### src/common/vdc_pkg.sv
// package: register map, field layout and state record of the video delay controller
package vdc_pkg;

   // ============================================================
   // register byte addresses
   localparam logic [7:0] ADDR_CTRL   = 8'h00;
   localparam logic [7:0] ADDR_STATUS = 8'h04;
   localparam logic [7:0] ADDR_ODD    = 8'h08;
   localparam logic [7:0] ADDR_EVEN   = 8'h0C;
   localparam logic [7:0] ADDR_DELAY  = 8'h10;
   localparam logic [7:0] ADDR_TXBYTE = 8'h14;

   // ============================================================
   // control field positions and reset values
   localparam int CTRL_FILM   = 0;
   localparam int CTRL_INTERP = 1;
   localparam int CTRL_PIP    = 2;
   localparam int CTRL_BYPASS = 3;
   localparam logic [3:0] CTRL_RST   = 4'h0;
   localparam logic [7:0] TXBYTE_RST = 8'h00;

   // ============================================================
   // widths and serial bus constants
   localparam int LINE_W = 10;
   localparam logic [3:0] BYTE_BITS  = 4'h8;
   localparam int SBUS_READ_BIT      = 7;
   localparam logic [1:0] RESP_OKAY   = 2'h0;
   localparam logic [1:0] RESP_DECERR = 2'h3;
   localparam logic [LINE_W-1:0] PIP_DELAY = 10'h001;

   // ============================================================
   // whole state record of the controller
   typedef struct packed {
      logic              clk16_q;
      logic              clk32_q;
      logic              film;
      logic              interp;
      logic              we_q;
      logic              vf_q;
      logic              vb_q;
      logic              parity;
      logic [LINE_W-1:0] line_cnt;
      logic [LINE_W-1:0] odd_lines;
      logic [LINE_W-1:0] even_lines;
      logic [LINE_W-1:0] dly_lines;
      logic [LINE_W-1:0] dly_cnt;
      logic              dly_run;
      logic              back_pulse;
      logic              front_pulse;
      logic              href;
      logic              mem_a_we;
      logic              mem_a_re;
      logic              mem_d_we;
      logic              mem_d_re;
      logic              ptr_rst;
      logic [1:0]        u_out;
      logic [1:0]        v_out;
      logic [1:0]        u_rd;
      logic [1:0]        v_rd;
      logic [3:0]        ctrl;
      logic [7:0]        tx_byte;
      logic [7:0]        rx_byte;
      logic [7:0]        shreg;
      logic [3:0]        bit_cnt;
      logic              txing;
      logic              sclk_q;
      logic              aw_got;
      logic [7:0]        awaddr;
      logic              w_got;
      logic [31:0]       wdata;
      logic              wstrb0;
      logic              bvalid;
      logic [1:0]        bresp;
      logic              rvalid;
      logic [31:0]       rdata;
      logic [1:0]        rresp;
   } state_t;

endpackage

### src/rtl/video_delay_ctrl.sv
// video delay controller: mode outputs, field memory strobes, field delay and serial control
//
// Function
// - film select output low asks camera mode, high asks film mode.
// - picture-in-picture bypass forces film select high and interpolation low.
// - interpolation output high turns companion vertical interpolation on, low off.
// - vertical reference pins swap direction in picture-in-picture mode.
// - a horizontal reference pulse goes to the downstream part.
// - separate read and write strobes for memories a and d, one shared pointer reset.
// - memory d chroma carries two bits of U and two of V each way; the read-back pair is registered here but drives no output.
// - buffered 16 MHz line-locked clock outputs for other components.
// - all module clocks derive from incoming 16 MHz and 32 MHz line-locked clocks; the logic here runs on CLK_I and only samples their edges.
// - all module control is generated here except read control of memories b and c; the logic here drives strobes for memories a and d only.
// - settings arrive over a three-wire serial bus: data, clock, reset.
// - serial transfers are synchronous, eight bits, no parity, both directions.
// - delay is 1.5 fields rounded to whole lines, except in picture-in-picture bypass mode.
// - odd and even field line counts are measured and set the delay.
// - picture-in-picture mode cuts the delay to exactly one line.
// - processing uses the 16 MHz sample rate and 4:1:1 chroma format.
// - field parity output low during odd field, high during even field.
//
// Decided for this implementation: the AXI4-Lite interface to the registers and the placing of the registers.
`timescale 1ns/1ps
module video_delay_ctrl (
   // clock and reset
   input  wire logic        CLK_I,
   input  wire logic        RSTN_I,
   // line-locked clocks and buffered 16 MHz copy
   input  wire logic        CLK16_I,
   input  wire logic        CLK32_I,
   output logic             BUF_CLK_16_OUT_O,
   // video references
   input  wire logic        WE_FRONT_I,
   input  wire logic        FRONT_VERT_REF_I,
   output logic             FRONT_VERT_REF_O,
   output logic             FRONT_VERT_REF_OE_O,
   input  wire logic        BACK_VERT_REF_I,
   output logic             BACK_VERT_REF_O,
   output logic             BACK_VERT_REF_OE_O,
   output logic             HORIZ_REF_OUT_O,
   output logic             EVEN_FIELD_O,
   // companion chip modes
   output logic             FILM_OUT_O,
   output logic             INTERP_ACTIVE_OUT_O,
   // field memory control and chroma
   output logic             MEM_A_READ_EN_O,
   output logic             MEM_A_WRITE_EN_O,
   output logic             MEM_D_READ_EN_O,
   output logic             MEM_D_WRITE_EN_O,
   output logic             MEM_A_D_PTR_RESET_O,
   input  wire logic [1:0]  CHROMA_U_I,
   input  wire logic [1:0]  CHROMA_V_I,
   output logic [1:0]       MEM_D_U_OUT_O,
   output logic [1:0]       MEM_D_V_OUT_O,
   input  wire logic [1:0]  MEM_D_U_IN_I,
   input  wire logic [1:0]  MEM_D_V_IN_I,
   // three-wire control bus
   input  wire logic        CTRL_BUS_CLOCK_I,
   input  wire logic        CTRL_BUS_RESET_I,
   input  wire logic        CTRL_BUS_DATA_I,
   output logic             CTRL_BUS_DATA_O,
   output logic             CTRL_BUS_DATA_OE_O,
   // axi4-lite slave
   input  wire logic [7:0]  S_AXI_AWADDR,
   input  wire logic        S_AXI_AWVALID,
   output logic             S_AXI_AWREADY,
   input  wire logic [31:0] S_AXI_WDATA,
   input  wire logic [3:0]  S_AXI_WSTRB,
   input  wire logic        S_AXI_WVALID,
   output logic             S_AXI_WREADY,
   output logic [1:0]       S_AXI_BRESP,
   output logic             S_AXI_BVALID,
   input  wire logic        S_AXI_BREADY,
   input  wire logic [7:0]  S_AXI_ARADDR,
   input  wire logic        S_AXI_ARVALID,
   output logic             S_AXI_ARREADY,
   output logic [31:0]      S_AXI_RDATA,
   output logic [1:0]       S_AXI_RRESP,
   output logic             S_AXI_RVALID,
   input  wire logic        S_AXI_RREADY
);

   // ============================================================
   // reset release
   logic [1:0]            rst_sync_ff;
   logic                  rstn;
   vdc_pkg::state_t       st_ff;
   vdc_pkg::state_t       nxt_st;

   // two stages so the release never lands close to a clock edge
   always_ff @(posedge CLK_I or negedge RSTN_I) begin
      if (!RSTN_I) begin
         rst_sync_ff <= 2'h0;
      end else begin
         rst_sync_ff <= {rst_sync_ff[0], 1'b1};
      end
   end
   assign rstn = rst_sync_ff[1];

   // ============================================================
   // register read decode, shared by the bus read path
   function automatic logic [31:0] read_word(input vdc_pkg::state_t s, input logic [7:0] a);
      case (a)
         vdc_pkg::ADDR_CTRL:   read_word = {28'h0000000, s.ctrl};
         vdc_pkg::ADDR_STATUS: read_word = {16'h0000, s.rx_byte, 6'h00, s.ctrl[vdc_pkg::CTRL_PIP], s.parity};
         vdc_pkg::ADDR_ODD:    read_word = {22'h000000, s.odd_lines};
         vdc_pkg::ADDR_EVEN:   read_word = {22'h000000, s.even_lines};
         vdc_pkg::ADDR_DELAY:  read_word = {22'h000000, s.dly_lines};
         vdc_pkg::ADDR_TXBYTE: read_word = {24'h000000, s.tx_byte};
         default:              read_word = 32'h00000000;
      endcase
   endfunction

   function automatic logic addr_ok(input logic [7:0] a);
      addr_ok = (a == vdc_pkg::ADDR_CTRL) || (a == vdc_pkg::ADDR_STATUS) || (a == vdc_pkg::ADDR_ODD) ||
                (a == vdc_pkg::ADDR_EVEN) || (a == vdc_pkg::ADDR_DELAY) || (a == vdc_pkg::ADDR_TXBYTE);
   endfunction

   // ============================================================
   // combinational helpers
   logic pip;
   logic clk32_rise;
   logic clk16_rise;
   logic line_start;
   logic vert_in;
   logic sclk_rise;
   localparam int LINE_HALF_W = vdc_pkg::LINE_W;
   logic aw_fire;
   logic w_fire;
   logic [LINE_HALF_W-1:0] half_field;

   assign pip        = st_ff.ctrl[vdc_pkg::CTRL_PIP];
   assign clk32_rise = CLK32_I & ~st_ff.clk32_q;
   assign clk16_rise = CLK16_I & ~st_ff.clk16_q;
   assign line_start = WE_FRONT_I & ~st_ff.we_q;
   // the vertical source follows the pin direction
   assign vert_in    = pip ? (BACK_VERT_REF_I & ~st_ff.vb_q) : (FRONT_VERT_REF_I & ~st_ff.vf_q);
   assign sclk_rise  = CTRL_BUS_CLOCK_I & ~st_ff.sclk_q;
   assign aw_fire    = S_AXI_AWVALID & S_AXI_AWREADY;
   assign w_fire     = S_AXI_WVALID & S_AXI_WREADY;
   // half the field just closed, rounded up; pulse lands half a field after the next vertical,
   // i.e. 1.5 fields after the field it belongs to, which avoids two countdowns in flight
   assign half_field = LINE_HALF_W'((st_ff.line_cnt + 10'h001) >> 1);

   // ============================================================
   // next-state logic
   always_comb begin
      nxt_st = st_ff;
      nxt_st.clk16_q     = CLK16_I;
      nxt_st.clk32_q     = CLK32_I;
      nxt_st.we_q        = WE_FRONT_I;
      nxt_st.vf_q        = FRONT_VERT_REF_I;
      nxt_st.vb_q        = BACK_VERT_REF_I;
      nxt_st.sclk_q      = CTRL_BUS_CLOCK_I;
      nxt_st.href        = line_start;
      nxt_st.back_pulse  = 1'b0;
      nxt_st.front_pulse = 1'b0;
      nxt_st.ptr_rst     = 1'b0;

      // line and field measurement
      if (line_start) begin
         nxt_st.line_cnt = st_ff.line_cnt + 10'h001;
      end
      if (vert_in) begin
         if (st_ff.parity) begin
            nxt_st.even_lines = st_ff.line_cnt;
         end else begin
            nxt_st.odd_lines = st_ff.line_cnt;
         end
         nxt_st.line_cnt  = '0;
         nxt_st.parity    = ~st_ff.parity;
         nxt_st.ptr_rst   = 1'b1;
         nxt_st.dly_lines = pip ? vdc_pkg::PIP_DELAY : half_field;
         nxt_st.dly_cnt   = pip ? vdc_pkg::PIP_DELAY : half_field;
         nxt_st.dly_run   = 1'b1;
      end else if (st_ff.dly_run && line_start) begin
         // count whole lines so the delay is rounded to complete lines
         if (st_ff.dly_cnt <= 10'h001) begin
            nxt_st.dly_run = 1'b0;
            if (pip) begin
               nxt_st.front_pulse = 1'b1;
            end else begin
               nxt_st.back_pulse = 1'b1;
            end
         end else begin
            nxt_st.dly_cnt = st_ff.dly_cnt - 10'h001;
         end
      end

      // mode outputs and strobes move only on 32 MHz edges
      if (clk32_rise) begin
         nxt_st.film     = pip | st_ff.ctrl[vdc_pkg::CTRL_FILM];
         nxt_st.interp   = ~pip & st_ff.ctrl[vdc_pkg::CTRL_INTERP];
         // odd field is written, even field read back against it
         nxt_st.mem_a_we = WE_FRONT_I & ~st_ff.parity;
         nxt_st.mem_a_re = WE_FRONT_I & st_ff.parity;
         nxt_st.mem_d_we = WE_FRONT_I & ~st_ff.parity;
         nxt_st.mem_d_re = WE_FRONT_I & st_ff.parity;
      end

      // chroma moves one 2+2 bit pair per 16 MHz sample
      if (clk16_rise) begin
         nxt_st.u_out = CHROMA_U_I;
         nxt_st.v_out = CHROMA_V_I;
         nxt_st.u_rd  = MEM_D_U_IN_I;
         nxt_st.v_rd  = MEM_D_V_IN_I;
      end

      // three-wire bus: eight bits, msb first, no parity
      if (CTRL_BUS_RESET_I) begin
         nxt_st.bit_cnt = 4'h0;
         nxt_st.txing   = 1'b0;
      end else if (sclk_rise) begin
         if (st_ff.txing) begin
            nxt_st.shreg = {st_ff.shreg[6:0], 1'b0};
         end else begin
            nxt_st.shreg = {st_ff.shreg[6:0], CTRL_BUS_DATA_I};
         end
         nxt_st.bit_cnt = st_ff.bit_cnt + 4'h1;
         if (st_ff.bit_cnt == vdc_pkg::BYTE_BITS - 4'h1) begin
            nxt_st.bit_cnt = 4'h0;
            if (st_ff.txing) begin
               nxt_st.txing = 1'b0;
            end else begin
               nxt_st.rx_byte = {st_ff.shreg[6:0], CTRL_BUS_DATA_I};
               if (st_ff.shreg[vdc_pkg::SBUS_READ_BIT-1]) begin
                  // read request: answer with the staged byte
                  nxt_st.txing = 1'b1;
                  nxt_st.shreg = st_ff.tx_byte;
               end else begin
                  nxt_st.ctrl = {st_ff.shreg[2:0], CTRL_BUS_DATA_I};
               end
            end
         end
      end

      // axi write channel; a bus write in the same cycle wins over a serial write
      if (aw_fire) begin
         nxt_st.aw_got = 1'b1;
         nxt_st.awaddr = S_AXI_AWADDR;
      end
      if (w_fire) begin
         nxt_st.w_got  = 1'b1;
         nxt_st.wdata  = S_AXI_WDATA;
         nxt_st.wstrb0 = S_AXI_WSTRB[0];
      end
      if (st_ff.aw_got && st_ff.w_got && !st_ff.bvalid) begin
         nxt_st.aw_got = 1'b0;
         nxt_st.w_got  = 1'b0;
         nxt_st.bvalid = 1'b1;
         nxt_st.bresp  = addr_ok(st_ff.awaddr) ? vdc_pkg::RESP_OKAY : vdc_pkg::RESP_DECERR;
         if (st_ff.wstrb0 && st_ff.awaddr == vdc_pkg::ADDR_CTRL) begin
            nxt_st.ctrl = st_ff.wdata[3:0];
         end
         if (st_ff.wstrb0 && st_ff.awaddr == vdc_pkg::ADDR_TXBYTE) begin
            nxt_st.tx_byte = st_ff.wdata[7:0];
         end
      end
      if (st_ff.bvalid && S_AXI_BREADY) begin
         nxt_st.bvalid = 1'b0;
      end

      // axi read channel
      if (S_AXI_ARVALID && S_AXI_ARREADY) begin
         nxt_st.rvalid = 1'b1;
         nxt_st.rdata  = read_word(st_ff, S_AXI_ARADDR);
         nxt_st.rresp  = addr_ok(S_AXI_ARADDR) ? vdc_pkg::RESP_OKAY : vdc_pkg::RESP_DECERR;
      end else if (st_ff.rvalid && S_AXI_RREADY) begin
         nxt_st.rvalid = 1'b0;
      end
   end

   // ============================================================
   // state register
   always_ff @(posedge CLK_I or negedge rstn) begin
      if (!rstn) begin
         st_ff         <= '0;
         st_ff.ctrl    <= vdc_pkg::CTRL_RST;
         st_ff.tx_byte <= vdc_pkg::TXBYTE_RST;
      end else begin
         st_ff <= nxt_st;
      end
   end

   // ============================================================
   // outputs
   assign BUF_CLK_16_OUT_O    = st_ff.clk16_q;
   assign FRONT_VERT_REF_O    = st_ff.front_pulse;
   assign FRONT_VERT_REF_OE_O = pip;
   assign BACK_VERT_REF_O     = st_ff.back_pulse;
   assign BACK_VERT_REF_OE_O  = ~pip;
   assign HORIZ_REF_OUT_O     = st_ff.href;
   assign EVEN_FIELD_O        = st_ff.parity;
   assign FILM_OUT_O          = st_ff.film;
   assign INTERP_ACTIVE_OUT_O = st_ff.interp;
   assign MEM_A_READ_EN_O     = st_ff.mem_a_re;
   assign MEM_A_WRITE_EN_O    = st_ff.mem_a_we;
   assign MEM_D_READ_EN_O     = st_ff.mem_d_re;
   assign MEM_D_WRITE_EN_O    = st_ff.mem_d_we;
   assign MEM_A_D_PTR_RESET_O = st_ff.ptr_rst;
   assign MEM_D_U_OUT_O       = st_ff.u_out;
   assign MEM_D_V_OUT_O       = st_ff.v_out;
   assign CTRL_BUS_DATA_O     = st_ff.shreg[7];
   assign CTRL_BUS_DATA_OE_O  = st_ff.txing;
   assign S_AXI_AWREADY       = ~st_ff.aw_got & ~st_ff.bvalid;
   assign S_AXI_WREADY        = ~st_ff.w_got & ~st_ff.bvalid;
   assign S_AXI_BVALID        = st_ff.bvalid;
   assign S_AXI_BRESP         = st_ff.bresp;
   assign S_AXI_ARREADY       = ~st_ff.rvalid;
   assign S_AXI_RVALID        = st_ff.rvalid;
   assign S_AXI_RDATA         = st_ff.rdata;
   assign S_AXI_RRESP         = st_ff.rresp;
endmodule

### config.mk
export PLATFORM = sky130hd
export DESIGN_NAME = video_delay_ctrl
export DESIGN_NICKNAME = d
export VERILOG_FILES = /design/src/common/vdc_pkg.sv /design/src/rtl/video_delay_ctrl.sv
export SDC_FILE = /design/constraint.sdc
export NUM_CORES = 1
export LEC_CHECK = 0
export ABC_AREA = 1
export BUFFER_PORTS_ARGS = -buffer_cell sky130_fd_sc_hd__clkbuf_2
export CAP_MARGIN = 20
export CELL_PAD_IN_SITES_DETAIL_PLACEMENT = 1
export CELL_PAD_IN_SITES_GLOBAL_PLACEMENT = 2
export CORE_UTILIZATION = 35
export CTS_CLUSTER_DIAMETER = 50
export CTS_CLUSTER_SIZE = 20
export DETAILED_ROUTE_END_ITERATION = 12
export PLACE_DENSITY_LB_ADDON = 0.12
export SKIP_CTS_REPAIR_TIMING = 1
export SYNTH_ARGS = -nofsm -noshare
export SYNTH_HDL_FRONTEND = slang
export SYNTH_SLANG_ARGS = --single-unit
### constraint.sdc
create_clock -name CLK_I -period 10 [get_ports CLK_I]
set_clock_uncertainty 0.1 [all_clocks]
set_input_delay 1.5 -clock CLK_I [delete_from_list [all_inputs] [get_ports CLK_I]]
set_output_delay 1.5 -clock CLK_I [all_outputs]
set_load 0.05 [all_outputs]
-- Word-level counts from Yosys, hierarchy flattened
Cells that the tools add are included.
- add/subtract/negate cells: 3
- $lt $le $gt $ge: 1
- equal/unequal tests: 12
- mux-type cells: 41
- bitwise logic cells: 28
- reductions and logical operators: 38
- operators by type and width (kind ; number):
    16-bit case mux with 6 select lines ; 1
    10-bit 2-to-1 mux ; 4
    40-bit 2-to-1 mux ; 1
    34-bit 2-to-1 mux ; 1
    8-bit by 4-bit equality test with 1-bit output (second input constant) ; 4
    8-bit by 5-bit equality test with 1-bit output (second input constant) ; 4
    13-bit 2-to-1 mux ; 2
    4-bit 2-to-1 mux ; 6
    8-bit 2-to-1 mux ; 3
    9-bit 2-to-1 mux ; 2
    2-bit nonzero test ; 9
    8-bit by 3-bit equality test with 1-bit output (second input constant) ; 2
    8-bit logical NOT ; 2
    1-bit NOT ; 14
    2-bit AND reduction ; 7
    1-bit bitwise AND ; 13
    1-bit 2-to-1 mux ; 12
    12-bit 2-to-1 mux ; 1
    11-bit 2-to-1 mux ; 1
    10-bit by 1-bit adder with 10-bit output (second input constant) ; 1
    10-bit by 1-bit less-or-equal comparator with 1-bit output (second input constant) ; 1
    1-bit logical OR ; 10
    5-bit 2-to-1 mux ; 2
    10-bit by 1-bit subtractor with 10-bit output (second input constant) ; 1
    9 further kinds ; 19
- flip-flop bits (word level): 186
- bits of input ports: 75
- output and inout port bits: 61
- word-level logic and storage cells: 163

-- Longest topological paths before layout
Gate-level depths: netlist (run 1).
- depth after elaboration: 9
- gate-level depth with buffers: 10

-- Worst setup path before layout (run 1)
No wires, ideal clock.
- kind: reg2out
- from: register st_ff (netlist bit S_AXI_BVALID)
- to: output S_AXI_AWREADY
- arrival: 1.324 ns
- data required time: 8.400 ns
- path slack: 7.076 ns
- cell stages (with the launch flop): 2
- buffers on the path: 0
- path through: dfrtp_1 nor2_1
- longest elaborated chain between the ends: 2
- ends and longest elaborated chain (item ; line ; text):
    start: declaration ; video_delay_ctrl.sv:87 ; vdc_pkg::state_t st_ff;
    start signal: assignment ; video_delay_ctrl.sv:281 ; st_ff <= nxt_st;
    1-bit NOT ; video_delay_ctrl.sv:305 ; assign S_AXI_AWREADY = ~st_ff.aw_got & ~st_ff.bvalid;
    1-bit bitwise AND ; video_delay_ctrl.sv:305 ;
    end: declaration ; video_delay_ctrl.sv:66 ; output logic S_AXI_AWREADY,
Every way passes these cells.

-- Worst setup path in the final report (run 1)
- from: register st_ff (netlist bit FRONT_VERT_REF_OE_O)
- to: output BACK_VERT_REF_OE_O
- longest elaborated chain between the ends: 1
- ends and longest elaborated chain (item ; line ; text):
    1-bit NOT ; video_delay_ctrl.sv:291 ; assign BACK_VERT_REF_OE_O = ~pip;
    end: declaration ; video_delay_ctrl.sv:39 ; output logic BACK_VERT_REF_OE_O,
Every way passes these cells.

==> results of run 1 <==
==> metal layers <==
layer	share of wire	vias up	global-route usage
li1	-	2703	-
met2	0.46	105	0.307
met5	0	-	0
met1	0.49	2655	0.258
met4	0.013	0	0.0583
met3	0.033	12	0.0388
==> logic make-up (layout without fill, tap and decap cells) <==
logic type | Yosys count | after routing | share of synthesized area
flip-flops | 143 | 143 | 0.526
AND/OR/NAND/NOR | 381 | 381 | 0.245
adder cells (fa/ha/maj) | 4 | 4 | 0.00736
AO/OA/AOI/OAI | 122 | 122 | 0.0940
buffers and inverters | 144 | 206 | 0.107
XOR/XNOR | 5 | 5 | 0.00644
multiplexers | 8 | 8 | 0.0132
other | 2 | 17 | 0.00110
==> power groups by stage <==
| stage | clock (W) | combinational, W | sequential [W] |
|---|---|---|---|
| 6_report | 0.000624 | 0.000455 | 0.000725 |
| 5_1_grt | 0.000664 | 0.000517 | 0.000738 |
| 4_1_cts | 0.000643 | 0.000465 | 0.000725 |
| 3_5_place_dp | 0 | 0.000464 | 0.000735 |
| 3_3_place_gp | 0 | 0.000449 | 0.000731 |
| 2_1_floorplan | 0 | 0.000344 | 0.000752 |
==> per-stage QoR <==
step	worst slack (ns)	hold WS (ns)	power, W	util
floorplan	5.62	0.231	0.00110	-
global placement	6.69	0.0895	0.00118	0.383
detailed placement	6.59	0.0936	0.00120	0.383
CTS	6.92	0.0968	0.00183	0.414
global route	6.81	0.110	0.00192	0.414
finish	6.97	0.0886	0.00180	0.414
==> cell usage after synthesis (all sizes together) <==
cell type / n
nand2: 207
nand4: 12
o21ai: 83
dfrtp: 143
and2: 1
clkbuf: 6
o22ai: 5
ha: 4
buf: 54
nand3: 89
clkinv: 2
a41oi: 1
o21bai: 3
conb: 2
mux2: 8
nor2: 64
xnor2: 1
nand3b: 1
o31ai: 2
a21oi: 25
nor3: 7
o21a: 2
xor2: 4
a31oi: 1
inv: 82
==> placed cells by master (no fill, tap or decap), types with 6 or more instances in the layout <==
master,n
clkbuf_2,88
dfrtp_1,142
nand3_1,86
o21ai_1,17
nand4_1,12
nor2_1,58
nor3_1,6
inv_1,78
o21ai_0,66
conb_1,17
mux2_2,8
a21oi_1,25
nand2_2,7
clkbuf_16,17
nand2_1,198
==> worst reg2reg max path, cell delays in order (launching register included) <==
cell and delay [ns]:
dfrtp_4 0.57, buf_4 0.77, buf_4 0.76
==> registers in the layout, summed over array words and instances, names as in the netlist, 2 cells and up <==
register       flops
st_ff            104
S_AXI_RDATA       16
MEM_D_U_OUT_O      2
MEM_D_V_OUT_O      2
rst_sync_ff        2
==> layout make-up <==
type / count / area (sq um) / area share
Clock buffer: 22 / 484 / 0.0619
Tap cell: 260 / 325 / 0.0416
Sequential cell: 143 / 3580 / 0.458
Clock inverter: 10 / 101 / 0.0130
Inverter: 84 / 318 / 0.0406
Timing Repair Buffer: 90 / 455 / 0.0582
Multi-Input combinational cell: 537 / 2550 / 0.326
==> worst max path at each step <==
stage | from | end | slack (ns) | cells after the start
6_report | FRONT_VERT_REF_OE_O | BACK_VERT_REF_OE_O | 6.97 | 2
5_1_grt | S_AXI_ARADDR[7] | S_AXI_RDATA[1] | 6.81 | 8
4_1_cts | FRONT_VERT_REF_OE_O | BACK_VERT_REF_OE_O | 6.92 | 2
3_5_place_dp | S_AXI_ARADDR[7] | S_AXI_RDATA[1] | 6.59 | 8
3_3_place_gp | S_AXI_ARADDR[7] | S_AXI_RDATA[1] | 6.69 | 8
2_1_floorplan | rst_sync_ff[1] | BACK_VERT_REF_O | 5.62 | 0
==> impl_metrics.env, run 1 <==
export IMPL_status="finished, final reports clean"
export IMPL_critPathKind="flop to output port"
export IMPL_antenna_found_initial=0
export IMPL_path_buf_inv=2
export IMPL_drive_gt1_frac=0.173
export IMPL_path_max_fanout=7
export IMPL_power_density_mw_per_mm2=231
export IMPL_p_leak_nw=3.99
export IMPL_cp_data_required_time_ns=8.40
export IMPL_grtUsageTotal=0.191
export IMPL_switching_share=0.353
export IMPL_place_area_sq_mm=0.00723
export IMPL_hpwl_mm=13.1
export IMPL_reg2regPathDepth=2
export IMPL_worstSkewPairLatency_ns=0.42
export IMPL_num_rows=50
export IMPL_clkSinkCount=143
export IMPL_p_int_w=0.00117
export IMPL_crit_slowest_cell="dfrtp_1"
export IMPL_synth_area_sq_mm=0.00680
export IMPL_grt_pass1_vias=5750
export IMPL_seq_area_frac_synth=0.526
export IMPL_fin_nets=952
export IMPL_setup_viol=0
export IMPL_switching_power_w=0.000636
export IMPL_fp_dieW_um=141
export IMPL_hold_viol=0
export IMPL_slew_headroom=0.405
export IMPL_drt_pass1_iterations=4
export IMPL_ys_seq_elements=143
export IMPL_cts_root_buf="clkbuf_16"
export IMPL_htree_levels=4
export IMPL_critPathTopFamily="buffers and inverters"
export IMPL_worstPathCellList="inv_2, clkbuf_2"
export IMPL_cts_tree="done"
export IMPL_start_kind="flop"
export IMPL_timing_fmax_mhz=330
export IMPL_grt_setup_unrepaired="false"
export IMPL_timing_rr_end="st_ff[158]"
export IMPL_ios=136
export IMPL_dieArea_sq_mm=0.0200
export IMPL_design_area_sq_mm=0.00782
export IMPL_min_period_over_period=0.303
export IMPL_synth_warnings=0
export IMPL_synth_top_area_frac=0.526
export IMPL_critPathMaxStageDelay_ns=0.50
export IMPL_power_frac_clock=0.346
export IMPL_cts_max_path_buffers=2
export IMPL_drc=0
export IMPL_start_util=0.360
export IMPL_grt_pass1_wl_mm=29.7
export IMPL_finalNonFillerCells=1146
export IMPL_postSynthCellCount=809
export IMPL_syn_to_final_growth_pct=15.0
export IMPL_fp_dieH_um=141
export IMPL_avgSynthCellArea_sq_um=8.41
export IMPL_portBuffers=88
export IMPL_core_area_sq_mm=0.0189
export IMPL_synthDistinctLibCells=37
export IMPL_place_congestion=0.800
export IMPL_yosysTopAreaCell="dfrtp_1"
export IMPL_finalSetupTns_ns=0
export IMPL_fill_cells=2298
export IMPL_netlist_top_cells_area="dfrtp_1 (53%), nand2_1 (11%), nand3_1 (6.3%)"
export IMPL_finalWirelength_mm=17.6
export IMPL_rrSetupSlack_ns=7.82
export IMPL_clk_pin_slew_ns=0.06
export IMPL_overflow=0
export IMPL_crit_path_end_kind="output port"
export IMPL_antenna_cells=0
export IMPL_r2r_start="rst_sync_ff[1]"
export IMPL_maxCapViolCount=0
export IMPL_viasPerCell=4.78
export IMPL_arrival_ns=1.43
export IMPL_power_frac_seq=0.402
export IMPL_max_vdd_ir_drop_mv=0.109
export IMPL_drtIter0Drc=253
export IMPL_dp_cells=1114
export IMPL_power_share_combinational=0.252
export IMPL_hold_path_class="flop to asynchronous set/reset pin"
export IMPL_numCtsBuffers=17
export IMPL_grt_max_degree=70
export IMPL_finalMaxSlewViolations=0
export IMPL_fin_crit_ns=3.03
export IMPL_wire_per_inst_um=15.3
export IMPL_postRouteAntennaNets=0
export IMPL_vias=5475
export IMPL_worst_pin_slew_ns=0.893
Power figures use the tool's default switching activity.
==> run 2, diff against run 1 <==
- ABC_AREA: 1 -> 0
- CORE_UTILIZATION: 35 -> 32
- clock period: 10 -> 2.74 ns (I/O delays scaled with it)
==> run 2 against run 1 <==
Compared with the run above:
- area after synthesis shrank 2.3%
- utilization shrank 2.7 points
- die area grew 6.8%
- sequential cell count unchanged
- highest routed layer unchanged
==> impl_metrics.env, run 2 <==
export IMPL_status="finished, final reports clean"
export IMPL_synth_top_area_frac=0.538
export IMPL_met3_usage=0.0353
export IMPL_power_density_mw_per_mm2=828
export IMPL_met2_usage=0.265
export IMPL_fp_dieH_um=146
export IMPL_cp_data_required_time_ns=2.95
export IMPL_portBuffers=88
export IMPL_power_share_combinational=0.210
export IMPL_drt_pass1_iterations=4
export IMPL_antenna_found_initial=0
export IMPL_arrival_ns=2.45
export IMPL_largest_reg_flops=104
export IMPL_hpwl_mm=12.0
export IMPL_core_area_sq_mm=0.0203
export IMPL_p_leak_nw=3.71
export IMPL_cts_tree="done"
export IMPL_postRouteAntennaNets=0
export IMPL_worstPathCellList="inv_1, ha_1, or2_2, a31oi_1, nand2b_1, o21ai_0, a22o_1"
export IMPL_top_register="st_ff"
export IMPL_seq_area_frac_synth=0.538
export IMPL_multi_input_area_sq_mm=0.00265
export IMPL_hold_path_class="input pin to flop"
export IMPL_max_vdd_ir_drop_mv=0.396
export IMPL_slew_headroom=0.531
export IMPL_drive_gt1_frac=0.287
export IMPL_fill_cells=2270
export IMPL_grt_busiest_layer="met2"
export IMPL_fp_dieW_um=146
export IMPL_switching_share=0.326
export IMPL_finalWirelength_mm=16.6
export IMPL_synth_flop_cell="dfrtp_1"
export IMPL_drtIter0Drc=132
export IMPL_viasPerCell=4.81
export IMPL_drc=0
export IMPL_synthTopCellsByCount="dfrtp_1 (143), nand2_1 (55), mux2_2 (48), buf_4 (42), nor2_1 (42)"
export IMPL_cts_max_path_buffers=2
export IMPL_synthDistinctLibCells=56
export IMPL_final_common_cell="dfrtp_1"
export IMPL_hold_viol=0
export IMPL_finalMaxSlewViolations=0
export IMPL_fin_nets=749
export IMPL_setup_viol=0
export IMPL_worst_pin_slew_ns=0.704
export IMPL_place_congestion=0.776
export IMPL_crit_slowest_cell="dfrtp_1"
export IMPL_ys_seq_elements=143
export IMPL_clk_pin_slew_ns=0.06
export IMPL_timing_fmax_mhz=445
export IMPL_grt_max_degree=51
export IMPL_async_reset_ff_frac=1.00
export IMPL_path_max_fanout=6
export IMPL_cts_root_buf="clkbuf_16"
export IMPL_wire_per_inst_um=17.4
export IMPL_worstSkewPairLatency_ns=0.42
export IMPL_crit_path_end_kind="flop"
export IMPL_final_cell_mix="dfrtp_1 (142), clkbuf_2 (88), nand2_1 (55)"
export IMPL_critPathMaxStageDelay_ns=0.41
export IMPL_grt_pass1_vias=4978
export IMPL_gr_usage_met1=0.227
export IMPL_synth_edf_count=0
export IMPL_switching_power_w=0.00212
export IMPL_synth_area_sq_mm=0.00665
export IMPL_numCtsBuffers=17
export IMPL_dieArea_sq_mm=0.0213
export IMPL_hold_worst_slack_ns=0.0246
export IMPL_ios=136
export IMPL_antenna_cells=0
export IMPL_avgSynthCellArea_sq_um=11.2
export IMPL_htree_levels=4
export IMPL_min_period_over_period=0.819
export IMPL_postSynthCellCount=595
export IMPL_p_int_w=0.00438
export IMPL_start_util=0.327
export IMPL_yosysTopAreaCell="dfrtp_1"
export IMPL_critPathKind="flop to flop"
export IMPL_grtUsageTotal=0.166
export IMPL_yosysMostFrequentCell="dfrtp_1"
export IMPL_power_frac_clock=0.373
export IMPL_power_frac_seq=0.417
export IMPL_clkSinkCount=143
export IMPL_fin_crit_ns=2.25
export IMPL_grt_pass1_wl_mm=27.6
export IMPL_regArea_sq_mm=0.00358
export IMPL_num_rows=52
export IMPL_overflow=0
export IMPL_maxCapViolCount=0
export IMPL_vias=4588
export IMPL_syn_to_final_growth_pct=18.2
export IMPL_grt_setup_unrepaired="false"
export IMPL_finalSetupTns_ns=0
export IMPL_netlist_top_cells_area="dfrtp_1 (54%), mux2_2 (8.1%), buf_4 (4.7%)"
export IMPL_synth_warnings=0
export IMPL_start_kind="flop"
-- run 2: path summary, 6_finish.rpt --
check                                       to              from  depth (start not counted)  slack [ns]
worst max-delay path                st_ff[137]        st_ff[132]                          7        0.49
worst min-delay path                 st_ff[81]  CTRL_BUS_CLOCK_I                          1        0.02
worst max register to register      st_ff[137]        st_ff[132]                          7        0.49
worst min register to register  rst_sync_ff[1]    rst_sync_ff[0]                          0        0.25
max in group asynchronous         EVEN_FIELD_O    rst_sync_ff[1]                          1        1.55
min in group asynchronous       rst_sync_ff[1]            RSTN_I                          2        0.19
-- run 2: cell families (layout without fill, tap and decap cells) --
group                    Yosys count  in the layout  synth area share
XOR/XNOR                          20             20            0.0264
AND/OR/NAND/NOR                  169            169             0.125
other                              2             17           0.00113
multiplexers                      75             75             0.128
flip-flops                       143            143             0.538
adder cells (fa/ha/maj)            4              4           0.00753
buffers and inverters             76            149            0.0712
AO/OA/AOI/OAI                    106            106             0.102
-- run 2: layout make-up --
cell class                 count  share of cell area
tap                          270              0.0430
sequential                   143               0.456
inverter                      10             0.00542
timing repair buffer         107              0.0790
clock inverter                13              0.0225
clock buffer                  19              0.0564
multi-input combinational    391               0.338
-- run 2: worst max-delay path, delay by kind of cell (launching register included) --
kind | cells | cell delay (ns)
DFF | 1 | 0.41
and+or+nand+nor | 2 | 0.58
AOI/OAI and AO/OA | 3 | 0.69
buffers and inverters | 1 | 0.10
adders and majority gates | 1 | 0.25
-- run 2: routing by layer --
metal | part of all wire | vias up
li1 | - | 2192
met1 | 0.48 | 2302
met2 | 0.48 | 87
met3 | 0.033 | 7
met4 | 0.0057 | 0
met5 | 0 | -
-- run 2: power groups by stage --
stage | combinational, W | clock, W | sequential, W
floorplan | 0.000976 | 0 | 0.00281
global placement | 0.00134 | 0 | 0.00274
detailed placement | 0.00137 | 0 | 0.00276
CTS | 0.00138 | 0.00250 | 0.00272
global route | 0.00148 | 0.00259 | 0.00277
finish | 0.00136 | 0.00242 | 0.00271
-- run 2: stage by stage --
step | cell area, sq um | util | power (W) | worst slack [ns] | instances
4_1_cts | 7800 | 0.384 | 0.00660 | 0.501 | 948
5_1_grt | 7850 | 0.387 | 0.00684 | 0.395 | 953
2_1_floorplan | 6700 | - | 0.00378 | 0.266 | 610
6_report | 7850 | 0.387 | 0.00650 | 0.495 | 953
3_3_place_gp | 7180 | 0.354 | 0.00408 | 0.590 | 916
3_5_place_dp | 7180 | 0.354 | 0.00413 | 0.537 | 916
